==> src/hw/sample_check_pkg.sv <==
// Constants, offsets and field layout of the input sample error checker.
// Assumes an 8-bit register port addressed by byte offsets.
package sample_check_pkg;

    localparam int SAMPLE_W = 16;
    localparam int NUM_SAMPLES = 4;
    localparam int NUM_PORTS = 2;

    // Register offsets
    localparam logic [7:0] ADDR_PATTERN_BASE = 8'h38;
    localparam logic [7:0] ADDR_PATTERN_LAST = 8'h3F;
    localparam logic [7:0] ADDR_CTRL_STATUS = 8'h40;
    localparam logic [7:0] ADDR_RISE_MASK_LO = 8'h41;
    localparam logic [7:0] ADDR_RISE_MASK_HI = 8'h42;
    localparam logic [7:0] ADDR_FALL_MASK_LO = 8'h43;
    localparam logic [7:0] ADDR_FALL_MASK_HI = 8'h44;

    // Control/status field positions
    localparam int BIT_COMPARE_EN = 7;
    localparam int BIT_ERR_DET_B = 6;
    localparam int BIT_ERR_DET_A = 5;
    localparam int BIT_AUTO_CLEAR = 3;
    localparam int BIT_FAIL_B = 2;
    localparam int BIT_FAIL_A = 1;
    localparam int BIT_PASS = 0;

    localparam logic [7:0] CTRL_STATUS_RESET = 8'h00;
    localparam logic [SAMPLE_W-1:0] PATTERN_RESET = 16'h0000;
    localparam logic [3:0] AUTO_CLEAR_SETS = 4'h8;

    typedef logic [NUM_SAMPLES-1:0][SAMPLE_W-1:0] pattern_set_t;

    function automatic logic [SAMPLE_W-1:0] bit_errors(input logic [SAMPLE_W-1:0] sample,
                                                       input logic [SAMPLE_W-1:0] pattern);
        bit_errors = sample ^ pattern;
    endfunction : bit_errors

endpackage : sample_check_pkg

==> src/hw/sample_if.sv <==
// Carrier for synchronised input samples and data-clock edge strobes.
// Driven by the capture stage, read by the comparison logic, one clock.
`timescale 1ns/10ps
interface sample_if;
    import sample_check_pkg::*;
    logic                riseStb;
    logic                fallStb;
    logic [SAMPLE_W-1:0] dataA;
    logic [SAMPLE_W-1:0] dataB;

    modport src (output riseStb, output fallStb, output dataA, output dataB);
    modport dst (input riseStb, input fallStb, input dataA, input dataB);
endinterface : sample_if

==> src/hw/sample_capture.sv <==
// Synchronises the data clock and both data ports into clk_sys and marks clock edges.
// Assumes data is stable for at least two clk_sys periods around each data-clock edge.
`timescale 1ns/10ps
module sample_capture
    import sample_check_pkg::*;
(
    input  wire logic                clk_sys,
    input  wire logic                rst_b,
    input  wire logic                dataClkPin,
    input  wire logic [SAMPLE_W-1:0] dataAPin,
    input  wire logic [SAMPLE_W-1:0] dataBPin,
    sample_if.src                    smp
);
    logic                clkMeta_r;
    logic                clkSync_r;
    logic                clkPrev_r;
    logic [SAMPLE_W-1:0] aMeta_r;
    logic [SAMPLE_W-1:0] aSync_r;
    logic [SAMPLE_W-1:0] bMeta_r;
    logic [SAMPLE_W-1:0] bSync_r;

    // Data goes through the same two stages so it lines up with the detected edge
    always_ff @(posedge clk_sys) begin
        if (!rst_b) begin
            clkMeta_r <= 1'b0;
            clkSync_r <= 1'b0;
            clkPrev_r <= 1'b0;
        end else begin
            clkMeta_r <= dataClkPin;
            clkSync_r <= clkMeta_r;
            clkPrev_r <= clkSync_r;
        end
    end

    always_ff @(posedge clk_sys) begin
        if (!rst_b) begin
            aMeta_r <= 16'h0000;
            aSync_r <= 16'h0000;
            bMeta_r <= 16'h0000;
            bSync_r <= 16'h0000;
        end else begin
            aMeta_r <= dataAPin;
            aSync_r <= aMeta_r;
            bMeta_r <= dataBPin;
            bSync_r <= bMeta_r;
        end
    end

    assign smp.riseStb = clkSync_r & ~clkPrev_r;
    assign smp.fallStb = ~clkSync_r & clkPrev_r;
    assign smp.dataA   = aSync_r;
    assign smp.dataB   = bSync_r;
endmodule : sample_capture

==> src/hw/port_error_accum.sv <==
// Collects per-bit mismatches of one port across a four-sample set.
// Assumes edge strobes and set phase come from the same clk_sys domain.
`timescale 1ns/10ps
module port_error_accum
    import sample_check_pkg::*;
(
    input  wire logic                clk_sys,
    input  wire logic                rst_b,
    input  wire logic                enable,
    input  wire logic                setPhase,
    input  wire logic                riseStb,
    input  wire logic                fallStb,
    input  wire logic [SAMPLE_W-1:0] data,
    input  pattern_set_t             patterns,
    output logic                     setFail,
    output logic [SAMPLE_W-1:0]      riseMask_r,
    output logic [SAMPLE_W-1:0]      fallMask_r
);
    logic [SAMPLE_W-1:0] riseAcc_r;
    logic [SAMPLE_W-1:0] fallAcc_r;
    logic [SAMPLE_W-1:0] riseErr;
    logic [SAMPLE_W-1:0] fallErr;
    logic                setEnd;

    // Samples 0/2 on rising edges, 1/3 on falling edges
    assign riseErr = bit_errors(data, patterns[{setPhase, 1'b0}]);
    assign fallErr = bit_errors(data, patterns[{setPhase, 1'b1}]);
    assign setEnd  = enable && fallStb && setPhase;
    assign setFail = (|riseAcc_r) || (|fallAcc_r) || (|fallErr);

    always_ff @(posedge clk_sys) begin
        if (!rst_b || !enable || setEnd) begin
            riseAcc_r <= 16'h0000;
            fallAcc_r <= 16'h0000;
        end else begin
            if (riseStb) begin
                riseAcc_r <= riseAcc_r | riseErr;
            end
            if (fallStb) begin
                fallAcc_r <= fallAcc_r | fallErr;
            end
        end
    end

    // Masks show the last completed set only
    always_ff @(posedge clk_sys) begin
        if (!rst_b) begin
            riseMask_r <= 16'h0000;
            fallMask_r <= 16'h0000;
        end else if (setEnd) begin
            riseMask_r <= riseAcc_r;
            fallMask_r <= fallAcc_r | fallErr;
        end
    end
endmodule : port_error_accum

==> src/hw/input_sample_error_detector.sv <==
// Input sample error detector: compares both input ports against patterns.
// Assumes an 8-bit register port from the serial control logic on clk_sys,
// and a port select level from the same domain.
//
// Overview of operation
// Compare enable bit runs detection; clear means no comparison; resets to zero.
// Sticky flag reports an error in recent comparisons on port B.
// Bit five sticky flag reports an error in recent comparisons on port A.
// Auto-clear resets error status after eight passing sets; off after reset.
// Port B fail flag follows the latest sample set on port B.
// Port A fail flag follows the latest sample set on port A.
// Pass flag set when the latest set matched on both ports.
// Read-only 16-bit rising-edge error mask in two byte registers.
// Read-only 16-bit falling-edge error mask in two byte registers.
// Port select zero shows port A masks, one shows port B.
// Samples 0 and 2 on rising edges, 1 and 3 on falling edges.
// Four patterns held per port; port select picks which a write sets.
// Error-detected flags stay set until auto-clear or software clears them.
// Source repeats the programmed four-sample pattern aligned to data-clock edges.
`timescale 1ns/10ps
module input_sample_error_detector
    import sample_check_pkg::*;
(
    input  wire logic                clk_sys,
    input  wire logic                rst_b,
    input  wire logic                input_data_clock,
    input  wire logic [SAMPLE_W-1:0] portAData,
    input  wire logic [SAMPLE_W-1:0] portBData,
    input  wire logic                portSelect,
    input  wire logic [7:0]          regAddr,
    input  wire logic                regWrEn,
    input  wire logic [7:0]          regWrData,
    output logic [7:0]               regRdData
);
    sample_if smp ();

    pattern_set_t        pattern_r [NUM_PORTS];
    logic                compareEn_r;
    logic                autoClear_r;
    logic                errDetA_r;
    logic                errDetB_r;
    logic                failA_r;
    logic                failB_r;
    logic                pass_r;
    logic                setPhase_r;
    logic [3:0]          passCount_r;
    logic [3:0]          passCount_nxt;
    logic                setDone;
    logic                setFailA;
    logic                setFailB;
    logic                setPass;
    logic                autoClrHit;
    logic                ctrlWrite;
    logic                swClearA;
    logic                swClearB;
    logic [SAMPLE_W-1:0] riseMaskA;
    logic [SAMPLE_W-1:0] fallMaskA;
    logic [SAMPLE_W-1:0] riseMaskB;
    logic [SAMPLE_W-1:0] fallMaskB;
    logic [SAMPLE_W-1:0] riseSel;
    logic [SAMPLE_W-1:0] fallSel;
    logic [7:0]          rdValue;
    logic [2:0]          patIdx;

    // R14 is relied on here: the set phase only counts edges, it never hunts for alignment
    sample_capture u_capture (
        .clk_sys    (clk_sys),
        .rst_b      (rst_b),
        .dataClkPin (input_data_clock),
        .dataAPin   (portAData),
        .dataBPin   (portBData),
        .smp        (smp)
    );

    port_error_accum u_accum_a (
        .clk_sys    (clk_sys),
        .rst_b      (rst_b),
        .enable     (compareEn_r),
        .setPhase   (setPhase_r),
        .riseStb    (smp.riseStb),
        .fallStb    (smp.fallStb),
        .data       (smp.dataA),
        .patterns   (pattern_r[0]),
        .setFail    (setFailA),
        .riseMask_r (riseMaskA),
        .fallMask_r (fallMaskA)
    );

    port_error_accum u_accum_b (
        .clk_sys    (clk_sys),
        .rst_b      (rst_b),
        .enable     (compareEn_r),
        .setPhase   (setPhase_r),
        .riseStb    (smp.riseStb),
        .fallStb    (smp.fallStb),
        .data       (smp.dataB),
        .patterns   (pattern_r[1]),
        .setFail    (setFailB),
        .riseMask_r (riseMaskB),
        .fallMask_r (fallMaskB)
    );

    assign ctrlWrite  = regWrEn && (regAddr == ADDR_CTRL_STATUS);
    assign swClearA   = ctrlWrite && regWrData[BIT_ERR_DET_A];
    assign swClearB   = ctrlWrite && regWrData[BIT_ERR_DET_B];
    assign setDone    = compareEn_r && smp.fallStb && setPhase_r;
    assign setPass    = !setFailA && !setFailB;
    assign autoClrHit = autoClear_r && setDone && setPass
                        && (passCount_r == AUTO_CLEAR_SETS - 4'h1);
    assign patIdx     = 3'(regAddr - ADDR_PATTERN_BASE);

    // Set phase: first rising edge after enable is sample 0
    always_ff @(posedge clk_sys) begin
        if (!rst_b || !compareEn_r) begin
            setPhase_r <= 1'b0;
        end else if (smp.fallStb) begin
            setPhase_r <= ~setPhase_r;
        end
    end

    always_ff @(posedge clk_sys) begin
        if (!rst_b) begin
            compareEn_r <= CTRL_STATUS_RESET[BIT_COMPARE_EN];
            autoClear_r <= CTRL_STATUS_RESET[BIT_AUTO_CLEAR];
        end else if (ctrlWrite) begin
            compareEn_r <= regWrData[BIT_COMPARE_EN];
            autoClear_r <= regWrData[BIT_AUTO_CLEAR];
        end
    end


    always_ff @(posedge clk_sys) begin
        if (!rst_b) begin
            for (int p = 0; p < NUM_PORTS; p++) begin
                for (int s = 0; s < NUM_SAMPLES; s++) begin
                    pattern_r[p][s] <= PATTERN_RESET;
                end
            end
        end else if (regWrEn && regAddr >= ADDR_PATTERN_BASE && regAddr <= ADDR_PATTERN_LAST) begin
            if (patIdx[0]) begin
                pattern_r[portSelect][patIdx[2:1]][15:8] <= regWrData;
            end else begin
                pattern_r[portSelect][patIdx[2:1]][7:0] <= regWrData;
            end
        end
    end

    // Fail and pass reflect the last set only
    always_ff @(posedge clk_sys) begin
        if (!rst_b) begin
            failA_r <= CTRL_STATUS_RESET[BIT_FAIL_A];
            failB_r <= CTRL_STATUS_RESET[BIT_FAIL_B];
            pass_r  <= CTRL_STATUS_RESET[BIT_PASS];
        end else if (setDone) begin
            failA_r <= setFailA;
            failB_r <= setFailB;
            pass_r  <= setPass;
        end
    end

    // Consecutive passing sets; any failure restarts the count
    always_comb begin
        passCount_nxt = passCount_r;
        if (!autoClear_r || (setDone && !setPass) || autoClrHit) begin
            passCount_nxt = 4'h0;
        end else if (setDone) begin
            passCount_nxt = passCount_r + 4'h1;
        end
    end

    always_ff @(posedge clk_sys) begin
        if (!rst_b) begin
            passCount_r <= 4'h0;
        end else begin
            passCount_r <= passCount_nxt;
        end
    end

    // A new failure in the clearing cycle wins over any clear
    always_ff @(posedge clk_sys) begin
        if (!rst_b) begin
            errDetA_r <= CTRL_STATUS_RESET[BIT_ERR_DET_A];
        end else if (setDone && setFailA) begin
            errDetA_r <= 1'b1;
        end else if (swClearA || autoClrHit) begin
            errDetA_r <= 1'b0;
        end
    end

    always_ff @(posedge clk_sys) begin
        if (!rst_b) begin
            errDetB_r <= CTRL_STATUS_RESET[BIT_ERR_DET_B];
        end else if (setDone && setFailB) begin
            errDetB_r <= 1'b1;
        end else if (swClearB || autoClrHit) begin
            errDetB_r <= 1'b0;
        end
    end

    assign riseSel = portSelect ? riseMaskB : riseMaskA;
    assign fallSel = portSelect ? fallMaskB : fallMaskA;

    always_comb begin
        rdValue = 8'h00;
        if (regAddr >= ADDR_PATTERN_BASE && regAddr <= ADDR_PATTERN_LAST) begin
            rdValue = patIdx[0] ? pattern_r[portSelect][patIdx[2:1]][15:8]
                                : pattern_r[portSelect][patIdx[2:1]][7:0];
        end else begin
            unique case (regAddr)
                ADDR_CTRL_STATUS: begin
                    rdValue[BIT_COMPARE_EN] = compareEn_r;
                    rdValue[BIT_ERR_DET_B]  = errDetB_r;
                    rdValue[BIT_ERR_DET_A]  = errDetA_r;
                    rdValue[BIT_AUTO_CLEAR] = autoClear_r;
                    rdValue[BIT_FAIL_B]     = failB_r;
                    rdValue[BIT_FAIL_A]     = failA_r;
                    rdValue[BIT_PASS]       = pass_r;
                end
                ADDR_RISE_MASK_LO: rdValue = riseSel[7:0];
                ADDR_RISE_MASK_HI: rdValue = riseSel[15:8];
                ADDR_FALL_MASK_LO: rdValue = fallSel[7:0];
                ADDR_FALL_MASK_HI: rdValue = fallSel[15:8];
                default:           rdValue = 8'h00;
            endcase
        end
    end

    // Registered read data, one cycle behind the address
    always_ff @(posedge clk_sys) begin
        if (!rst_b) begin
            regRdData <= 8'h00;
        end else begin
            regRdData <= rdValue;
        end
    end
endmodule : input_sample_error_detector

==> config.mk <==
export PLATFORM = sky130hd
export DESIGN_NAME = input_sample_error_detector
export DESIGN_NICKNAME = d
export VERILOG_FILES = /design/src/hw/sample_check_pkg.sv /design/src/hw/sample_if.sv /design/src/hw/sample_capture.sv /design/src/hw/port_error_accum.sv /design/src/hw/input_sample_error_detector.sv
export SDC_FILE = /design/constraint.sdc
export NUM_CORES = 1
export LEC_CHECK = 0
export ABC_AREA = 1
export ABC_CLOCK_PERIOD_IN_PS = 2700
export BUFFER_PORTS_ARGS = -buffer_cell sky130_fd_sc_hd__buf_2
export CORE_MARGIN = 2
export CORE_UTILIZATION = 50
export DETAILED_ROUTE_END_ITERATION = 7
export GPL_TIMING_DRIVEN = 1
export PLACE_DENSITY_LB_ADDON = 0.2
export SETUP_SLACK_MARGIN = 0.3
export SLEW_MARGIN = 40
export SYNTH_ARGS = -nofsm -noshare
export SYNTH_HDL_FRONTEND = slang
export SYNTH_SLANG_ARGS = --single-unit
export TNS_END_PERCENT = 50
==> constraint.sdc <==
create_clock -name clk_sys -period 2.7 [get_ports clk_sys]
set_input_delay 0 -clock clk_sys [delete_from_list [all_inputs] [get_ports clk_sys]]
set_output_delay 0 -clock clk_sys [all_outputs]
set_load 0.005 [all_outputs]
==> run summary <==
status = complete, no violations
NetSw = 2.72 mW
Non-Filler Instances = 2508
# IOs = 61
Final Power = 11.9 mW
hpwl dp = 37900 um
Tmin final = 2.25 ns
vias in the first global route = 12900
Setup Viol. Count Final = 0
Final Cycle Share = 0.833
Slew Limit Fails = 0
mapped cell area = 15600 um2
Post-DRT Antenna Nets = 0
core area = 30700 um2
wire per inst = 20.7 um
final hold viol count = 0
Routed WL = 51900 um
crit path max fanout = 13
Post-synth ARST share = 0
logic gate share of total power = 0.066
Clock power frac = 0.461
Horiz. Die Dim = 181 um
Avg Synthesized Cell Area = 7.80 um2
clk sinks = 343
HP Class = input pin to flip-flop
gr usage total = 0.313
Area growth syn-to-layout = 15.6%
Seq pwr share = 0.473
Pwr Density = 658 nW/um2
GRT overflow = 0
CP max-delay cell = o21ai_1
Post-Synth Simple-Gate Area = 0.229
htree depth = 2
combinational family with the most area after synthesis = simple AND/OR/NAND/NOR gates
Setup crit start kind = flip-flop
Via density = 5.50
clock transition at the registers of the reported paths = 0.06 ns
layout cells sized above 1 = 0.100
Post-synth EDFFs = 128
final clock skew = 0.00984 ns
Initial Util = 0.508
XOR/XNOR share of the synthesized area = 0.00321
synth unique cells = 42
FP Rows = 64
adder-cell share of the synthesized area = 0.000802
most frequent cells in the layout = 488 x nand2_1, 267 x inv_1, 214 x dfxtp_1
most common cell after layout, fill and taps aside = nand2_1
Net Sw Frac = 0.229
DR vias = 13800
P_int = 9.14 mW
largest net degree at the start of global routing = 73
CP endpoint kind = flip-flop
Post-Syn Instances = 2000
die height = 181 um
CTS tree = yes
initial antenna violation count = 2
Ys Warns = 0
max incr delay on CP = 0.47 ns
Slew @ Worst Pin = 0.860 ns
peak supply drop = 0.455 mV
first-pass detailed-route iteration total = 6
drt initial violations = 1513
fill count = 2829
Static Leakage = 7.81 nW
CTS root buffer = clkbuf_16
CP Class = flip-flop to flip-flop
crit path cell chain = buf_4 > o21ai_1 > nand2_1 > nand2_1 > nand2_1 > nor2_1 > nand3_1 > nand2_1 > nand2_1 > nor2_2 > nand2_1 > nor2_1
Max clock buf depth = 3
dpl cells = 2394
routability cong. = 0.964
first-pass GRT wire length = 76600 um
unrepaired setup endpoints after global routing = false
PortBufs = 60
latest clock arrival within the worst-skew pair = 0.52 ns
fin nets = 2137
compound-gate portion of the synthesized area = 0.137
Seq cells post-synth = 343
post-route DRC violation count = 0
CTS Buf Count = 38
Post-synth top flop = dfxtp_1
max frequency = 0.445 GHz
final setup TNS = 0 ns
syn nets = 2054
max_slew headroom = 0.420
Worst Path Arrival = 2.71 ns
sequential fraction of the synthesis area = 0.523
Required @ worst endpoint = 3.16 ns
total inserted antenna cells = 0
Max Cap Viol = 0
post-synthesis mux area share = 0.0116
Die Footprint = 32600 um2
Crit path top cell by count = nand2_1
==> path summary, 6_finish.rpt <==
| check | from | cells after the start | slack (ns) | end |
|---|---|---|---|---|
| setup reg to reg | setPhase_r$_SDFFE_PP0P_ | 12 | 0.45 | passCount_r[3]$_SDFFE_PP0P_ |
| hold reg to reg | u_capture.bMeta_r[14]$_SDFF_PN0_ | 2 | 0.41 | u_capture.smp.dataB[14]$_SDFF_PN0_ |
| hold / removal | regWrData[4] | 3 | 0.08 | pattern_r[0][4]$_SDFFCE_PN0P_ |
| setup / recovery | setPhase_r$_SDFFE_PP0P_ | 12 | 0.45 | passCount_r[3]$_SDFFE_PP0P_ |
==> power by group through the flow <==
stage                     Clock, mW  Combinational (mW)  Sequential, mW
final                          5.46               0.784            5.61
after global routing           5.72               0.855            5.62
after CTS                      5.51               0.761            5.61
after detailed placement          0               0.717            5.72
after global placement            0               0.710            5.72
after floorplan                   0               0.440            5.66
==> metal layers <==
metal  vias to the layer above  global-route usage  wire length (um)
met4                         0              0.0932              1730
met5                         -                   0                 0
met3                       105              0.0443              4390
met1                      6418               0.433             21800
li1                       6657                   -                 -
met2                       610               0.511             23900
==> cell families after synthesis <==
logic type,after synthesis
AND/OR/NAND/NOR,864
multiplexers,18
flip-flops,343
XOR/XNOR,4
AO/OA/AOI/OAI,397
buffers and inverters,373
adder cells (fa/ha/maj),1
==> sequential cells by signal (all words and copies together) (netlist names), 4 cells and up <==
signal and flops:
u_accum_a.riseAcc_r 16, u_accum_b.fallMask_r 16, u_capture.smp.dataA 16, pattern_r 128, u_accum_b.riseMask_r 16, u_capture.smp.dataB 16
u_capture.bMeta_r 16, u_accum_b.fallAcc_r 16, u_accum_a.fallAcc_r 16, u_accum_a.fallMask_r 16, u_capture.aMeta_r 16, passCount_r 4
u_accum_b.riseAcc_r 16, regRdData 8, u_accum_a.riseMask_r 16
==> critical path, delay by kind of cell, from the launching register on <==
kind / cells / cell delay, ns
AOI/OAI and AO/OA: 1 / 0.47
buffers and inverters: 1 / 0.16
DFF: 1 / 0.42
and+or+nand+nor: 10 / 1.11
==> area by class of cell <==
type | count | area, um2 | share of cell area
clock buffer | 54 | 1090 | 0.0607
clock inverter | 15 | 229 | 0.0127
inverter | 277 | 1050 | 0.0581
multi-input combinational | 1284 | 5960 | 0.331
sequential | 343 | 8150 | 0.452
tap | 396 | 495 | 0.0275
timing repair buffer | 139 | 1050 | 0.0581
==> metrics by stage <==
| stage | util | instance area (um2) | setup WS, ns | hold WS (ns) |
|---|---|---|---|---|
| after floorplan | - | 15600 | 1.09 | 0.0976 |
| after global placement | 0.529 | 16200 | 0.532 | 0.179 |
| after detailed placement | 0.529 | 16200 | 0.478 | 0.183 |
| after CTS | 0.585 | 17900 | 0.473 | 0.0533 |
| after global routing | 0.588 | 18000 | 0.307 | 0.0828 |
| final | 0.588 | 18000 | 0.451 | 0.0774 |
==> synthesized netlist by cell type (3+ instances only) <==
| master | instances | area (um2) |
|---|---|---|
| nand3_1 | 117 | 586 |
| edfxtp_1 | 128 | 3840 |
| inv_2 | 5 | 18.8 |
| buf_1 | 3 | 11.3 |
| buf_6 | 6 | 67.6 |
| dfxtp_1 | 215 | 4300 |
| o221ai_1 | 3 | 26.3 |
| mux2i_1 | 18 | 180 |
| buf_4 | 6 | 45.0 |
| inv_1 | 267 | 1000 |
| o2111ai_1 | 7 | 61.3 |
| buf_2 | 20 | 100 |
| a211oi_1 | 5 | 37.5 |
| nor4_1 | 3 | 18.8 |
| nand2_1 | 488 | 1830 |
| o21ai_1 | 3 | 15.0 |
| a31oi_1 | 33 | 206 |
| o21ai_0 | 169 | 846 |
| nand2_2 | 5 | 31.3 |
| o211ai_1 | 16 | 120 |
| a21oi_1 | 153 | 766 |
| clkbuf_1 | 61 | 229 |
| nand4_1 | 6 | 37.5 |
| nor3_1 | 26 | 130 |
| or2_2 | 32 | 200 |
| clkinv_1 | 4 | 15.0 |
| nor2_1 | 180 | 676 |
==> repair_timing <==
action,CTS,global route
hold buffers,39,0
gates resized for setup,0,3
setup endpoints to repair,0,4
setup buffers,0,5
hold endpoints to repair,36,0
Note: power is estimated with default switching activity, not from simulation.
